File: src/verilog/tcc_pkg.sv
// Shared constants, types and register map of the tachometer control block
package tcc_pkg;

    // ------------------------------------------------------------------
    // Timing
    // ------------------------------------------------------------------
    localparam int CLK_HZ       = 20_000_000;
    localparam int SAMPLE_MS    = 200;
    localparam int SAMPLE_CYC   = CLK_HZ / 1000 * SAMPLE_MS;
    localparam int SCALE_HZ     = 1000 / SAMPLE_MS;
    localparam int DEBOUNCE_US  = 5000;
    localparam int DEBOUNCE_CYC = CLK_HZ / 1_000_000 * DEBOUNCE_US;
    localparam int CAPT_CYC     = 3;

    // ------------------------------------------------------------------
    // Register map and field positions
    // ------------------------------------------------------------------
    localparam logic [7:0] REG_CMP1 = 8'h00;
    localparam logic [7:0] REG_CMP2 = 8'h04;
    localparam logic [7:0] REG_MEAS = 8'h08;
    localparam logic [7:0] REG_STAT = 8'h0c;
    localparam int STAT_DIP_LSB = 0;
    localparam int STAT_HOLD    = 8;
    localparam int STAT_OUT     = 9;
    localparam int STAT_KP      = 10;
    localparam int STAT_RUN     = 11;
    localparam int DIP_RATE     = 1;
    localparam int DIP_MODE_LSB = 2;
    localparam int DIP_AVG_LSB  = 4;
    localparam int DIP_PNP      = 7;
    localparam int MEAS_W       = 24;
    localparam logic [23:0] CMP_RESET = 24'h000000;

    // ------------------------------------------------------------------
    // Types
    // ------------------------------------------------------------------
    typedef enum logic [1:0] {
        MODE_HILO = 2'h0,
        MODE_AREA = 2'h1,
        MODE_HI   = 2'h2,
        MODE_LO   = 2'h3
    } tcc_mode_t;

    typedef enum logic [1:0] {
        ST_CAPT = 2'h1,
        ST_RUN  = 2'h2
    } tcc_state_t;

    typedef struct packed {
        logic      rate_hi;
        tcc_mode_t mode;
        logic [1:0] avg;
        logic      pnp;
    } tcc_cfg_t;

    typedef struct packed {
        logic       count;
        logic [2:0] hold;
        logic       hold_key;
        logic       keyprot;
        logic [7:0] dip;
    } tcc_pins_t;

    localparam tcc_cfg_t CFG_RESET = '{rate_hi: 1'b0, mode: MODE_HILO,
                                       avg: 2'h0, pnp: 1'b1};

endpackage

File: src/verilog/tcc_sync.sv
// Two-stage synchroniser for a bundle of asynchronous pin levels
`timescale 1ns/10ps
`default_nettype none
module tcc_sync #(
    parameter int WIDTH = 14
) (
    input  wire logic             clk,
    input  wire logic             reset_n,
    input  wire logic [WIDTH-1:0] pin_in,
    output logic      [WIDTH-1:0] pin_out
);

    logic [WIDTH-1:0] meta_q;

    if (WIDTH < 1) begin : g_chk
        $error("tcc_sync: WIDTH must be at least 1");
    end

    // First stage feeds only the second stage
    always_ff @(posedge clk) begin
        if (!reset_n) begin
            meta_q  <= '0;
            pin_out <= '0;
        end else begin
            meta_q  <= pin_in;
            pin_out <= meta_q;
        end
    end

endmodule
`default_nettype wire

File: src/verilog/tcc_debounce.sv
// Optional contact-bounce filter: a level passes once stable long enough
`timescale 1ns/10ps
`default_nettype none
module tcc_debounce #(
    parameter int STABLE_CYC = 100000
) (
    input  wire logic clk,
    input  wire logic reset_n,
    input  wire logic filt_en,
    input  wire logic lvl_in,
    output logic      lvl_out
);

    localparam int CW = $clog2(STABLE_CYC + 1);
    logic [CW-1:0] cnt_q;

    if (STABLE_CYC < 1) begin : g_chk
        $error("tcc_debounce: STABLE_CYC must be at least 1");
    end

    // Bypass when disabled; otherwise restart count on every change
    always_ff @(posedge clk) begin
        if (!reset_n) begin
            cnt_q   <= '0;
            lvl_out <= 1'b0;
        end else if (!filt_en || lvl_in == lvl_out) begin
            cnt_q   <= '0;
            lvl_out <= lvl_in;
        end else if (cnt_q == CW'(STABLE_CYC - 1)) begin
            cnt_q   <= '0;
            lvl_out <= lvl_in;
        end else begin
            cnt_q   <= cnt_q + CW'(1);
        end
    end

endmodule
`default_nettype wire

File: src/verilog/tcc_core.sv
// Tachometer measurement, compare output, hold and power-up configuration
//
// Contract
// - While hold is active the measurement value and control output freeze.
// - The hold indicator is on whenever any hold input or the hold key is on.
// - The hold key sustains the value and output exactly like hold inputs.
// - Each of the three independent hold inputs alone activates hold.
// - The control output follows the configured compare mode on the value.
// - Switch pair 3/4 selects hi-lo, area, upper or lower limit mode.
// - Switch pair 5/6 selects no averaging, 2, 4 or 8 samples.
// - Switches are taken only at power-up and ignored while running.
// - The output indicator is lit exactly while the control output is on.
// - The key protection indicator is lit while the protect switch is on.
// - The state of every switch bit can be read back for the operator.
// - Input polarity defaults to the voltage (sourcing) type.
// - One switch picks low or high count rate; low rate adds debouncing.
// - The chosen polarity applies alike to count and hold inputs.
//
// Design decisions made here: strobed register access and the address map.
`timescale 1ns/10ps
`default_nettype none
module tcc_core #(
    parameter int GATE_CYC     = tcc_pkg::SAMPLE_CYC,
    parameter int DEBOUNCE_CYC = tcc_pkg::DEBOUNCE_CYC
) (
    input  wire logic        clk,
    input  wire logic        reset_n,
    input  wire logic        count_pin,
    input  wire logic [2:0]  hold_pin,
    input  wire logic        hold_key,
    input  wire logic        keyprot_sw,
    input  wire logic [7:0]  dip_sw,
    input  wire logic [7:0]  addr,
    input  wire logic [31:0] wdata,
    input  wire logic        wr_stb,
    input  wire logic        rd_stb,
    output logic      [31:0] rdata,
    output logic             ctrl_out,
    output logic             led_hold,
    output logic             led_keyprot,
    output logic             led_out
);

    // ------------------------------------------------------------------
    // Declarations
    // ------------------------------------------------------------------
    localparam int GW = $clog2(GATE_CYC + 1);
    localparam int MW = tcc_pkg::MEAS_W;

    tcc_pkg::tcc_pins_t  pins_raw;
    tcc_pkg::tcc_pins_t  pins_s;
    tcc_pkg::tcc_cfg_t   cfg_q;
    tcc_pkg::tcc_state_t state_q;
    logic [1:0]    capt_cnt_q;
    logic          count_act;
    logic          count_flt;
    logic          count_prev_q;
    logic          count_edge;
    logic [2:0]    hold_act_pin;
    logic          hold_act;
    logic [GW-1:0] gate_cnt_q;
    logic          win_end;
    logic [15:0]   pulse_cnt_q;
    logic [15:0]   pulse_now;
    logic [2:0]    win_idx_q;
    logic [18:0]   sum_q;
    logic [18:0]   sum_new;
    logic [MW-1:0] meas_q;
    logic [MW-1:0] meas_new;
    logic          meas_load;
    logic [MW-1:0] cmp1_q;
    logic [MW-1:0] cmp2_q;
    logic          cmp_hit;
    logic [31:0]   rd_d;

    if (GATE_CYC < 8) begin : g_chk_gate
        $error("tcc_core: GATE_CYC too small");
    end
    if (DEBOUNCE_CYC < 1) begin : g_chk_deb
        $error("tcc_core: DEBOUNCE_CYC must be at least 1");
    end

    // ------------------------------------------------------------------
    // Pin synchronisation and polarity
    // ------------------------------------------------------------------
    assign pins_raw = '{count: count_pin, hold: hold_pin, hold_key: hold_key,
                        keyprot: keyprot_sw, dip: dip_sw};

    tcc_sync #(
        .WIDTH ($bits(tcc_pkg::tcc_pins_t))
    ) u_sync (
        .clk     (clk),
        .reset_n (reset_n),
        .pin_in  (pins_raw),
        .pin_out (pins_s)
    );

    // one polarity for count and hold inputs
    // Sinking inputs pull low when active, so invert unless sourcing
    assign count_act    = pins_s.count ^ ~cfg_q.pnp;
    assign hold_act_pin = pins_s.hold ^ {3{~cfg_q.pnp}};

    assign hold_act = (|hold_act_pin) | pins_s.hold_key;

    tcc_debounce #(
        .STABLE_CYC (DEBOUNCE_CYC)
    ) u_deb (
        .clk     (clk),
        .reset_n (reset_n),
        .filt_en (~cfg_q.rate_hi),
        .lvl_in  (count_act),
        .lvl_out (count_flt)
    );

    // ------------------------------------------------------------------
    // Power-up configuration capture
    // ------------------------------------------------------------------
    // capture once after reset
    // sourcing until capture
    // Waits for the synchroniser to fill before trusting the switches
    always_ff @(posedge clk) begin
        if (!reset_n) begin
            state_q    <= tcc_pkg::ST_CAPT;
            capt_cnt_q <= 2'h0;
            cfg_q      <= tcc_pkg::CFG_RESET;
        end else begin
            unique case (state_q)
                tcc_pkg::ST_CAPT: begin
                    capt_cnt_q <= capt_cnt_q + 2'h1;
                    if (capt_cnt_q == 2'(tcc_pkg::CAPT_CYC)) begin
                        state_q       <= tcc_pkg::ST_RUN;
                        cfg_q.rate_hi <= pins_s.dip[tcc_pkg::DIP_RATE];
                        cfg_q.mode    <= tcc_pkg::tcc_mode_t'(
                            pins_s.dip[tcc_pkg::DIP_MODE_LSB +: 2]);
                        cfg_q.avg     <= pins_s.dip[tcc_pkg::DIP_AVG_LSB +: 2];
                        cfg_q.pnp     <= pins_s.dip[tcc_pkg::DIP_PNP];
                    end
                end
                tcc_pkg::ST_RUN: begin
                    capt_cnt_q <= capt_cnt_q;
                end
                default: begin
                    state_q <= tcc_pkg::ST_CAPT;
                end
            endcase
        end
    end

    // ------------------------------------------------------------------
    // Sampling gate and pulse counting
    // ------------------------------------------------------------------
    assign count_edge = count_flt & ~count_prev_q;
    assign win_end    = (gate_cnt_q == GW'(GATE_CYC - 1));
    assign pulse_now  = pulse_cnt_q +
                        ((count_edge && pulse_cnt_q != 16'hffff) ? 16'h1
                                                                 : 16'h0);
    assign sum_new    = sum_q + {3'h0, pulse_now};

    // Gate timer counts only in run state
    always_ff @(posedge clk) begin
        if (!reset_n || state_q != tcc_pkg::ST_RUN || win_end) begin
            gate_cnt_q <= '0;
        end else begin
            gate_cnt_q <= gate_cnt_q + GW'(1);
        end
    end

    // Edge counter saturates rather than wrapping
    always_ff @(posedge clk) begin
        if (!reset_n) begin
            count_prev_q <= 1'b0;
            pulse_cnt_q  <= 16'h0;
        end else begin
            count_prev_q <= count_flt;
            if (state_q != tcc_pkg::ST_RUN || win_end) begin
                pulse_cnt_q <= 16'h0;
            end else begin
                pulse_cnt_q <= pulse_now;
            end
        end
    end

    // ------------------------------------------------------------------
    // Averaging and measurement value
    // ------------------------------------------------------------------
    // Averaging by shift; counts are pulses per gate, scaled to Hz
    assign meas_load = win_end && (win_idx_q == 3'((1 << cfg_q.avg) - 1));
    assign meas_new  = MW'(({5'h0, sum_new} * MW'(tcc_pkg::SCALE_HZ))
                           >> cfg_q.avg);

    always_ff @(posedge clk) begin
        if (!reset_n || state_q != tcc_pkg::ST_RUN) begin
            win_idx_q <= 3'h0;
            sum_q     <= 19'h0;
        end else if (meas_load) begin
            win_idx_q <= 3'h0;
            sum_q     <= 19'h0;
        end else if (win_end) begin
            win_idx_q <= win_idx_q + 3'h1;
            sum_q     <= sum_new;
        end
    end

    always_ff @(posedge clk) begin
        if (!reset_n) begin
            meas_q <= '0;
        end else if (meas_load && !hold_act) begin
            meas_q <= meas_new;
        end
    end

    // ------------------------------------------------------------------
    // Compare output and indicators
    // ------------------------------------------------------------------
    // compare by mode
    // In hi-lo and area modes limit one is the upper bound, limit two the lower bound
    always_comb begin
        unique case (cfg_q.mode)
            tcc_pkg::MODE_HILO: cmp_hit = (meas_q >= cmp1_q) ||
                                          (meas_q <= cmp2_q);
            tcc_pkg::MODE_AREA: cmp_hit = (meas_q <= cmp1_q) &&
                                          (meas_q >= cmp2_q);
            tcc_pkg::MODE_HI:   cmp_hit = (meas_q >= cmp1_q);
            tcc_pkg::MODE_LO:   cmp_hit = (meas_q <= cmp1_q);
        endcase
    end

    always_ff @(posedge clk) begin
        if (!reset_n || state_q != tcc_pkg::ST_RUN) begin
            ctrl_out <= 1'b0;
            led_out  <= 1'b0;
        end else if (!hold_act) begin
            ctrl_out <= cmp_hit;
            led_out  <= cmp_hit;
        end
    end

    always_ff @(posedge clk) begin
        if (!reset_n) begin
            led_hold    <= 1'b0;
            led_keyprot <= 1'b0;
        end else begin
            led_hold    <= hold_act;
            led_keyprot <= pins_s.keyprot;
        end
    end

    // ------------------------------------------------------------------
    // Register port
    // ------------------------------------------------------------------
    // Compare limits written by software
    always_ff @(posedge clk) begin
        if (!reset_n) begin
            cmp1_q <= tcc_pkg::CMP_RESET;
            cmp2_q <= tcc_pkg::CMP_RESET;
        end else if (wr_stb) begin
            if (addr == tcc_pkg::REG_CMP1) cmp1_q <= wdata[MW-1:0];
            if (addr == tcc_pkg::REG_CMP2) cmp2_q <= wdata[MW-1:0];
        end
    end

    // live switch readback
    // Shows present switch positions, not the captured set
    always_comb begin
        rd_d = 32'h0;
        unique case (addr)
            tcc_pkg::REG_CMP1: rd_d[MW-1:0] = cmp1_q;
            tcc_pkg::REG_CMP2: rd_d[MW-1:0] = cmp2_q;
            tcc_pkg::REG_MEAS: rd_d[MW-1:0] = meas_q;
            tcc_pkg::REG_STAT: begin
                rd_d[tcc_pkg::STAT_DIP_LSB +: 8] = pins_s.dip;
                rd_d[tcc_pkg::STAT_HOLD]         = led_hold;
                rd_d[tcc_pkg::STAT_OUT]          = ctrl_out;
                rd_d[tcc_pkg::STAT_KP]           = led_keyprot;
                rd_d[tcc_pkg::STAT_RUN]          = state_q == tcc_pkg::ST_RUN;
            end
            default: rd_d = 32'h0;
        endcase
    end

    // Read data valid in the cycle after each strobed cycle, zero otherwise
    always_ff @(posedge clk) begin
        if (!reset_n || !rd_stb) begin
            rdata <= 32'h0;
        end else begin
            rdata <= rd_d;
        end
    end
endmodule
`default_nettype wire

File: config.mk
export PLATFORM = sky130hd
export DESIGN_NAME = tcc_core
export DESIGN_NICKNAME = d
export VERILOG_FILES = /design/src/verilog/tcc_pkg.sv /design/src/verilog/tcc_sync.sv /design/src/verilog/tcc_debounce.sv /design/src/verilog/tcc_core.sv
export SDC_FILE = /design/constraint.sdc
export NUM_CORES = 1
export LEC_CHECK = 0
export BUFFER_PORTS_ARGS = -buffer_cell sky130_fd_sc_hd__buf_2
export CORE_MARGIN = 2
export CORE_UTILIZATION = 45
export CTS_BUF_LIST = sky130_fd_sc_hd__clkbuf_16
export DETAILED_ROUTE_END_ITERATION = 16
export GPL_ROUTABILITY_DRIVEN = 0
export PLACE_DENSITY_LB_ADDON = 0.08
export SLEW_MARGIN = 25
export SYNTH_ARGS = -nofsm -noshare
export SYNTH_HDL_FRONTEND = slang
export SYNTH_SLANG_ARGS = --single-unit
File: constraint.sdc
create_clock -name clk -period 16.57 [get_ports clk]
set_input_delay 0.8285 -clock clk [delete_from_list [all_inputs] [get_ports clk]]
set_output_delay 0.8285 -clock clk [all_outputs]
set_load 0.02 [all_outputs]
Word-level counts from Yosys, hierarchy flattened
Cells that the tools add are included.
{"block": "op_classes", "order_cmp": 4, "mux": 8, "n_shift": 2, "div": 0, "mul": 1, "n_eq_ne": 16, "n_addsub": 7, "bitwise": 8, "reduce_logical": 24}
{"op": ">= comparator 24 bit", "n": 2}
{"op": "<= comparator 24 bit", "n": 2}
{"op": "case mux 12 bit (4 select lines)", "n": 1}
{"op": "case mux 12 bit (3 select lines)", "n": 1}
{"op": ">> shifter 22 x 2 -> 24 bit", "n": 1}
{"op": "adder 22 x 1 -> 22 bit (second input constant)", "n": 1}
{"op": "== test 22 bit (second input constant)", "n": 1}
{"op": "multiplier 19 x 3 -> 22 bit (second input constant)", "n": 1}
{"op": "adder 19 x 16 -> 19 bit", "n": 1}
{"op": "adder 17 x 1 -> 17 bit (second input constant)", "n": 1}
{"op": "== test 17 bit (second input constant)", "n": 1}
{"op": "adder 16 x 1 -> 16 bit", "n": 1}
{"op": "== test 8 x 4 -> 1 bit (second input constant)", "n": 2}
{"op": "!= test 16 bit (second input constant)", "n": 1}
{"op": "== test 2 bit (second input constant)", "n": 4}
{"op": "== test 8 x 3 -> 1 bit (second input constant)", "n": 1}
{"op": "zero test 8 bit", "n": 1}
{"op": "AND reduction 2 bit", "n": 4}
{"op": "logical OR 1 bit", "n": 6}
{"op": "OR reduction 3 bit", "n": 2}
{"op": "== test 2 x 1 -> 1 bit (second input constant)", "n": 2}
{"op": "logical AND 1 bit", "n": 4}
{"op": "!= test 2 bit (second input constant)", "n": 2}
{"op": "NOT 1 bit", "n": 4}
{"op": "18 further kinds", "n": 23}
{"block": "totals", "romBits": 0, "latch_bits": 0, "ram_bits": 0, "ff_bits": 224, "wordCells": 93, "n_memories": 0}

Depth between registers and ports, before layout
Gate-level depths: netlist (run 1).
{"block": "logic_depth", "ltp_word": 8, "ltp_mapped": 30, "depth_no_buf": 29}

Modules after synthesis
Synthesis (run 1) repeated with hierarchy kept, for this count alone.
{"block": "unflattened", "hier_cells": 1383, "hier_area_um2": 11901.4}
{"module": "tcc_core", "cells_per_inst": 1227, "area_each_um2": 10229.8, "seq_area_each_um2": 3363.2, "instances": 1}
{"module": "tcc_debounce", "cells_per_inst": 98, "area_each_um2": 885.8, "seq_area_each_um2": 360.3, "instances": 1}
{"module": "tcc_sync", "cells_per_inst": 58, "area_each_um2": 785.8, "seq_area_each_um2": 560.5, "instances": 1}

Least setup slack after synthesis (run 1)
Ideal clock, no wire load.
{"block": "synth_timing", "path_type": "flip-flop to flip-flop", "start": "register pulse_cnt_q[2]", "end": "register meas_q[15]", "n_path_buf": 1, "path_stages_with_launch": 29, "t_arrival_ns": 5.627, "setup_ns": 0.074, "slack_ns": 10.868, "cell_sequence": "dfxtp_1 nand3_1 nor2_1 and3_1 clkbuf_1 nand4_1 nor2_1 nor3b_1 ha_1 ha_1 fa_1 a21oi_1 o211ai_2 a41oi_2 o31ai_1 a21oi_1 o21bai_1 a21oi_1 xnor2_1 ha_1 ha_1 nand4_1 o221ai_2 a21o_1 a221oi_2 xnor2_1 mux2i_1 mux2_2 o21ai_0"}
{"block": "synth_between", "elab_chain_len": 7}
{"element": "start, declared", "line_no": "tcc_core.sv:63", "text": "logic [15:0] pulse_cnt_q;"}
{"element": "start signal, assigned", "line_no": "tcc_core.sv:178", "text": "pulse_cnt_q <= pulse_now;"}
{"element": "!= test 16 bit", "line_no": "tcc_core.sv:155", "text": "((count_edge && pulse_cnt_q != 16'hffff) ? 16'h1"}
{"element": "logical AND 1 bit", "line_no": "tcc_core.sv:155"}
{"element": "two-way mux 1 bit", "line_no": "tcc_core.sv:155"}
{"element": "adder 16 x 1 -> 16 bit", "line_no": "tcc_core.sv:154", "text": "assign pulse_now = pulse_cnt_q +"}
{"element": "named net pulse_now[1]", "line_no": "tcc_core.sv:64", "text": "logic [15:0] pulse_now;"}
{"element": "adder 19 x 16 -> 19 bit", "line_no": "tcc_core.sv:157", "text": "assign sum_new = sum_q + {3'h0, pulse_now};"}
{"element": "named net sum_new[14]", "line_no": "tcc_core.sv:67", "text": "logic [18:0] sum_new;"}
{"element": "multiplier 19 x 3 -> 22 bit", "line_no": "tcc_core.sv:188", "text": "assign meas_new = MW'(({5'h0, sum_new} * MW'(tcc_pkg::SCALE_HZ))"}
{"element": ">> shifter 22 x 2 -> 24 bit", "line_no": "tcc_core.sv:188"}
{"element": "end signal, assigned", "line_no": "tcc_core.sv:208", "text": "meas_q <= meas_new;"}
{"element": "end, declared", "line_no": "tcc_core.sv:68", "text": "logic [MW-1:0] meas_q;"}
The timed path passes the listed nets, and every way through them passes these cells.
A chain may end at the register's enable or synchronous reset.

Worst setup path after layout (run 1)
{"block": "layout_timing", "start": "register pulse_cnt_q[2]", "end": "register meas_q[15]"}
{"block": "layout_between", "elab_chain_len": 7}
{"element": "!= test 16 bit", "line_no": "tcc_core.sv:155"}
{"element": "logical AND 1 bit", "line_no": "tcc_core.sv:155"}
{"element": "two-way mux 1 bit", "line_no": "tcc_core.sv:155"}
{"element": "adder 16 x 1 -> 16 bit *", "line_no": "tcc_core.sv:154"}
{"element": "named net pulse_now[8]", "line_no": "tcc_core.sv:64"}
{"element": "adder 19 x 16 -> 19 bit *", "line_no": "tcc_core.sv:157"}
{"element": "named net sum_new[14]", "line_no": "tcc_core.sv:67"}
{"element": "multiplier 19 x 3 -> 22 bit *", "line_no": "tcc_core.sv:188"}
{"element": ">> shifter 22 x 2 -> 24 bit *", "line_no": "tcc_core.sv:188"}
Mark *: on every way through the listed nets, which the timed path passes. The rest lies on a longest branch.

==> results of run 1 <==
final cells by class:
type	instances	area (um2)	share of cell area, %
Multi-Input combinational cell	1041	6959	52.78
Sequential cell	214	4284	32.49
Clock buffer	25	625.6	4.744
Timing Repair Buffer	84	441.7	3.349
Tap cell	335	419.2	3.179
Inverter	73	274.0	2.078
Clock inverter	19	182.7	1.385
flip-flops by register name, indices dropped and copies added (netlist names):
register and cells:
led_hold 1, state_q 2, count_prev_q 1, u_sync.meta_q 14
u_deb.lvl_out 1, pulse_cnt_q 16, capt_cnt_q 2, meas_q 22
u_deb.cnt_q 17, u_sync.pin_out 14, cmp1_q 24, gate_cnt_q 22
led_keyprot 1, rdata 24, win_idx_q 3, cfg_q 6
sum_q 19, cmp2_q 24, led_out 1
logic make-up (layout without fill, tap and decap cells):
family	count (synthesis)	after routing
compound gates	262	262
mux	47	47
fa+ha+maj	104	104
xor+xnor	83	83
flops	214	214
simple gates	537	537
other cells	1	8
buf+inv	146	201
cells in the mapped netlist (3+ instances only):
cell | number | area share [%]
nand2_1 | 215 | 6.8
dfxtp_1 | 214 | 36
a21oi_1 | 145 | 6.1
ha_1 | 102 | 11
nor2_1 | 99 | 3.1
inv_1 | 70 | 2.2
clkbuf_1 | 50 | 1.6
nand3_1 | 50 | 2.1
xnor2_1 | 46 | 3.4
xor2_1 | 36 | 2.7
and2_1 | 35 | 1.9
nor2b_1 | 32 | 1.7
mux2i_1 | 29 | 2.5
o21ai_0 | 28 | 1.2
nor3_1 | 22 | 0.93
nand4_1 | 18 | 0.95
and3_1 | 14 | 0.74
buf_4 | 13 | 0.83
mux4_2 | 13 | 2.5
a21o_1 | 12 | 0.76
o211ai_1 | 12 | 0.76
or3_1 | 11 | 0.58
a211oi_1 | 8 | 0.51
o21bai_1 | 7 | 0.44
nand2b_1 | 6 | 0.32
and4_1 | 5 | 0.37
buf_1 | 5 | 0.16
mux2_2 | 5 | 0.48
nor4_1 | 5 | 0.26
o21ai_1 | 5 | 0.21
o31ai_1 | 5 | 0.32
a31oi_1 | 4 | 0.21
a32o_1 | 4 | 0.34
nor3b_1 | 4 | 0.25
buf_2 | 3 | 0.13
inv_2 | 3 | 0.095
o31a_1 | 3 | 0.22
layer usage:
layer  track usage (%)  routed length (um)  up-vias
li1                  -                   -     4889
met1             26.51               13010     4257
met2             31.82               12110      157
met3             2.717                1022       31
met4             4.121                 463        0
met5                 0                   0        -
stage by stage:
| stage | total power [mW] | cells |
|---|---|---|
| final | 1.108 | 1791 |
| after CTS | 1.124 | 1791 |
| after global placement | 0.5776 | 1746 |
| after floorplan | 0.5644 | 1401 |
| after global routing | 1.150 | 1791 |
| after detailed placement | 0.5778 | 1747 |
worst paths after layout:
path	to	depth (start not counted)	start	slack (ns)
setup / recovery	meas_q[15]$_SDFFE_PN0P_	29	pulse_cnt_q[2]$_SDFF_PP0_	10.04
hold / removal	u_sync.pin_out[4]$_SDFF_PN0_	1	u_sync.meta_q[4]$_SDFF_PN0_	0.43
setup reg to reg	meas_q[15]$_SDFFE_PN0P_	29	pulse_cnt_q[2]$_SDFF_PP0_	10.04
hold reg to reg	u_sync.pin_out[4]$_SDFF_PN0_	1	u_sync.meta_q[4]$_SDFF_PN0_	0.43
report_power, final:
part / switching (mW) / total [mW] / internal, mW
registers: 0.00401 / 0.525 / 0.521
clock network: 0.209 / 0.542 / 0.333
logic: 0.0250 / 0.0409 / 0.0159
==> results.md, run 1 <==
- Layout cell share with drive strength beyond 1: 11.20%
- Total global routing overflow: 0
- Arrival time worst endpoint: 6.97 ns
- Main combinational cell family by area after synthesis: simple AND/OR/NAND/NOR gates
- Global Route Usage Sum: approximately a fifth
- Clock buffer count from CTS: 24
- Global-route wire length before repair: 44740 um
- CP Buf/Inv Count: 0
- Final worst-path cycle share: 39.39%
- Clk_lat worst skew: 0.52 ns
- CTS tree: done
- Longest Clk Path Bufs: 3
- Final setup skew: 0.008361 ns
- Crit Path Category: reg -> reg
- Die ar.: 27580 um2
- Setup repair after global routing missed its margin: false
- Most frequent cells in the layout: 214 x dfxtp_1, 213 x nand2_1, 145 x a21oi_1, 102 x ha_1, 99 x nor2_1
- Layout net count: roughly 1.6k
- Layout fillers: 2504
- Commonest non-fill, non-tap cell in the layout: dfxtp_1
- Root Driver: clkbuf_16
- Final core utilization: 50.89%
- DR WL/cell: 14.85 um
- I/O Pins: 94
- Synth Area in XOR/XNOR: 6.214%
- #FFs+latches synth: 214
- Maximum vdd drop: 101.5 uV
- Post-Synth Adder-Cell Area: 11.14%
- Worst path most repeated cell: ha_1
- Max Freq: 0.1532 GHz
- Status: completed
- Post-route ant nets: 0
- CTS clk-pin slew, worst paths: around 0.060 ns
- CTS H-tree depth: 1
- Hold Buf Count CTS: 0
- Seq/Total Area, Yosys: a little over a third
- Effective utilization at floorplan: approximately 46%
- Top Family by Delay on Critical Path: compound AO/OA/AOI/OAI gates
- Setup WS pre-CTS: 10.03 ns
- Worst-margin pin slew: 0.8993 ns
- Compound-gate portion of the synthesized area: 13.86%
- Post-CTS Resized: 0
- Post-route setup TNS: 0 ns
- DRC viols: 0
- Vias: slightly above 9k
- Leakage: approximately 5.3 nW
- Placed cell area: 12370 um2
- Max-slew violation count: 0
- Vias in the first global route: slightly below 9k
- Worst setup EP type: flop
- Post-synth ARST share: 0%
- Startpoint Class: flop
- Post-CTS Setup Bufs: 0
- Maxcap violations: 0
- Max_slew headroom: between 30% and 40%
- Final Hold Fails: 0
- Setup ws final: 10.04 ns
- Post-synth cell types: 84
- Critical Path Slowest Stage Cell: ha_1
- Post-Syn Instances: ~1.4k
- Critical Path Fanout Max: 7
- Synth warn: 0
- Worst Hold Class: reg -> reg
- Syn Area/Cell: 8.479 um2
- Layout overhead on the synthesized area: 11.56%
- Antenna Cells: 0
- Min Tclk post-route: between 6 and 7 ns
- Drt pass-1 iters: 5
- Simple logic cell fraction of the synthesized area: 21.93%
- Synth Cell Area: 11820 um2
- DP HPWL: 19180 um
- Row count: 59
- Port bufs: 77
- Core ar.: 25910 um2
- Critical Path Max Stage Delay: roughly 0.40 ns
- Final Setup Violations: 0
- Vias per inst: around 5.2
- Clk sinks: 214
- Total wire length: 26610 um
- Fin area: 13190 um2
- Required @ worst endpoint: approximately 17 ns
- Largest net degree at the start of global routing: 72
- DIE WIDTH: between 150 and 200 um
- Initial antenna violation count: 0
- Post-synth EDFFs: 0
- Hold_ws: 0.4273 ns
- Mux share of post-synthesis cell area: about 5.4%
- Power Dens Cells: 84.03 nW/um2
- DIE HEIGHT: between 150 and 200 um
- Ys flop type: dfxtp_1
- Iteration-0 DRC Markers: 514
No activity file was read; power rests on OpenSTA's default activity.
==> run 2, diff against run 1 <==
==> constraint.sdc (replaced) <==
create_clock -name clk -period 6.4 [get_ports clk]
set_input_delay 0.32 -clock clk [delete_from_list [all_inputs] [get_ports clk]]
set_output_delay 0.32 -clock clk [all_outputs]
set_load 0.02 [all_outputs]
==> results.md, run 2 (same netlist as run 1, synthesis figures left out) <==
- Worst-margin pin slew: ~1.1 ns
- Final setup skew: roughly 0.012 ns
- Max_slew headroom: roughly 28%
- Leakage: between 5 and 6 nW
- Row count: about 60
- Effective utilization at floorplan: 45.62%
- Root Driver: clkbuf_16
- Maxcap violations: 0
- CTS tree: done
- WHS Endpoint: u_sync.meta_q[6]$_SDFF_PN0_
- DIE WIDTH: 166.1 um
- Hold_sp: dip_sw[6]
- Die ar.: 27580 um2
- DIE HEIGHT: 166.1 um
- DRC viols: 0
- Total wire length: 27180 um
- CTS clk-pin slew, worst paths: 0.06 ns
- Worst hold path cell count: 2
- Critical R2R Launch: pulse_cnt_q[2]$_SDFF_PP0_
- Initial antenna violation count: 0
- DR WL/cell: around 15 um
- Biggest regs: cmp1_q x24, cmp2_q x24, rdata x24
- Layout net count: 1621
- Longest Clk Path Bufs: 3
- Layout Cells excl Fill: 1812
- DP HPWL: about 19000 um
- Startpoint Class: flop
- Critical Path Fanout Max: 7
- Drt pass-1 iters: 5
- Critical Path Slowest Stage Cell: dfxtp_1
- Iteration-0 DRC Markers: 510
- Port bufs: 77
- Required @ worst endpoint: 6.84 ns
- Clock buffer count from CTS: 24
- Status: completed
- Arrival time worst endpoint: 6.42 ns
- Max Freq: around 0.17 GHz
- CTS H-tree depth: 1
- Antenna Cells: 0
- Final Hold Fails: 0
- Reg2reg end: meas_q[15]$_SDFFE_PN0P_
- Most frequent cells in the layout: 214 x nand2_1, 214 x dfxtp_1, 141 x a21oi_1, 100 x ha_1, 99 x nor2_1
- Global-route wire length before repair: between 40000 and 50000 um
- Crit Path Category: reg -> reg
- Critical Path Max Stage Delay: 0.38 ns
- Largest net degree at the start of global routing: 72
- Power Dens Cells: between 200 and 250 nW/um2
- Global Route Usage Sum: 19.29%
- Min Tclk post-route: 5.978 ns
- Total global routing overflow: 0
- Core ar.: around 26000 um2
- Layout overhead on the synthesized area: 13.68%
- I/O Pins: 94
- Placed cell area: 12420 um2
- Fin area: 13440 um2
- Max-slew violation count: 0
- Worst Hold Class: in -> reg
- Post-route ant nets: 0
- Final worst-path cycle share: 93.40%
- Vias per inst: between 5 and 6
- R2R Setup Slk: 0.42 ns
- Maximum vdd drop: 194.3 uV
- Clk_lat worst skew: 0.53 ns
- Final Setup Violations: 0
- Setup WS pre-CTS: 0.1864 ns
- Worst setup EP type: flop
- R2r worst-path depth: 29
- Clk sinks: 214
- Setup ws final: 0.4225 ns
- Placed instance count: 1754
- Vias in the first global route: 8911
- Vias: about 9.5k
- Layout cell share with drive strength beyond 1: 12.80%
[run 2: cell count changes in the layout (fill, tap and decap cells not counted), sizes merged]
cell         delta
clkinvlp        +3
dlygate4sd3    +13
clkbuf          -1
clkinv          -1
bufinv          -1
buf             +8
[run 2: repair_timing]
action	4_1_cts	5_1_grt
gates resized for setup	0	15
setup endpoints to repair	0	9
hold endpoints to repair	13	0
hold buffers	13	0
buffers inserted	0	1
[run 2: area by class of cell]
type                    instances  area, um2
fillers                      2511      12470
repair buffers                105      628.1
clock buffers                  24      600.6
inverters                      73      274.0
multi-input cells            1041       7039
well taps                     335      419.2
clock inverters                20      191.4
flip-flops and latches        214       4284
[run 2: critical path: cells and delay by family (launching register included)]
kind	cells	cell delay, ns
compound gates	11	2.01
fa+ha+maj	5	1.47
simple gates	8	1.08
xor+xnor	3	0.49
mux	2	0.44
flops	1	0.38
[run 2: how the worst max path moves through the flow]
| stage | endpoint | start | slack, ns |
|---|---|---|---|
| after floorplan | meas_q[15]$_SDFFE_PN0P_ | pulse_cnt_q[2]$_SDFF_PP0_ | 0.70 |
| after detailed placement | meas_q[15]$_SDFFE_PN0P_ | pulse_cnt_q[3]$_SDFF_PP0_ | 0.19 |
| after global routing | meas_q[15]$_SDFFE_PN0P_ | pulse_cnt_q[8]$_SDFF_PP0_ | -0.07 |
| after CTS | meas_q[15]$_SDFFE_PN0P_ | pulse_cnt_q[2]$_SDFF_PP0_ | 0.08 |
| after global placement | meas_q[15]$_SDFFE_PN0P_ | pulse_cnt_q[2]$_SDFF_PP0_ | 0.25 |
| final | meas_q[15]$_SDFFE_PN0P_ | pulse_cnt_q[2]$_SDFF_PP0_ | 0.42 |
[run 2: power by group]
group / internal, mW / switching (mW)
registers: 1.35 / 0.0110
logic: 0.0463 / 0.0662
clock network: 0.807 / 0.570
total: 2.20 / 0.647
[run 2: through the flow]
step | setup TNS, ns | utilization [%] | total power, mW | hold slack, ns
finish | 0 | 51.86 | 2.850 | 0.03563
global placement | 0 | 47.93 | 1.496 | 0.4132
detailed placement | 0 | 47.94 | 1.496 | 0.4179
global route | -0.1555 | 51.86 | 2.963 | 0.01572
CTS | 0 | 51.50 | 2.886 | 0.01151
floorplan | 0 | - | 1.461 | 0.4119
[run 2: per-layer routing]
| metal | part of all wire [%] | GRT usage (%) | vias up |
|---|---|---|---|
| met4 | 1.4 | 4.386 | 0 |
| li1 | - | - | 4927 |
| met5 | 0 | 0 | - |
| met2 | 45 | 31.59 | 141 |
| met3 | 3.8 | 3.003 | 28 |
| met1 | 50 | 26.89 | 4446 |
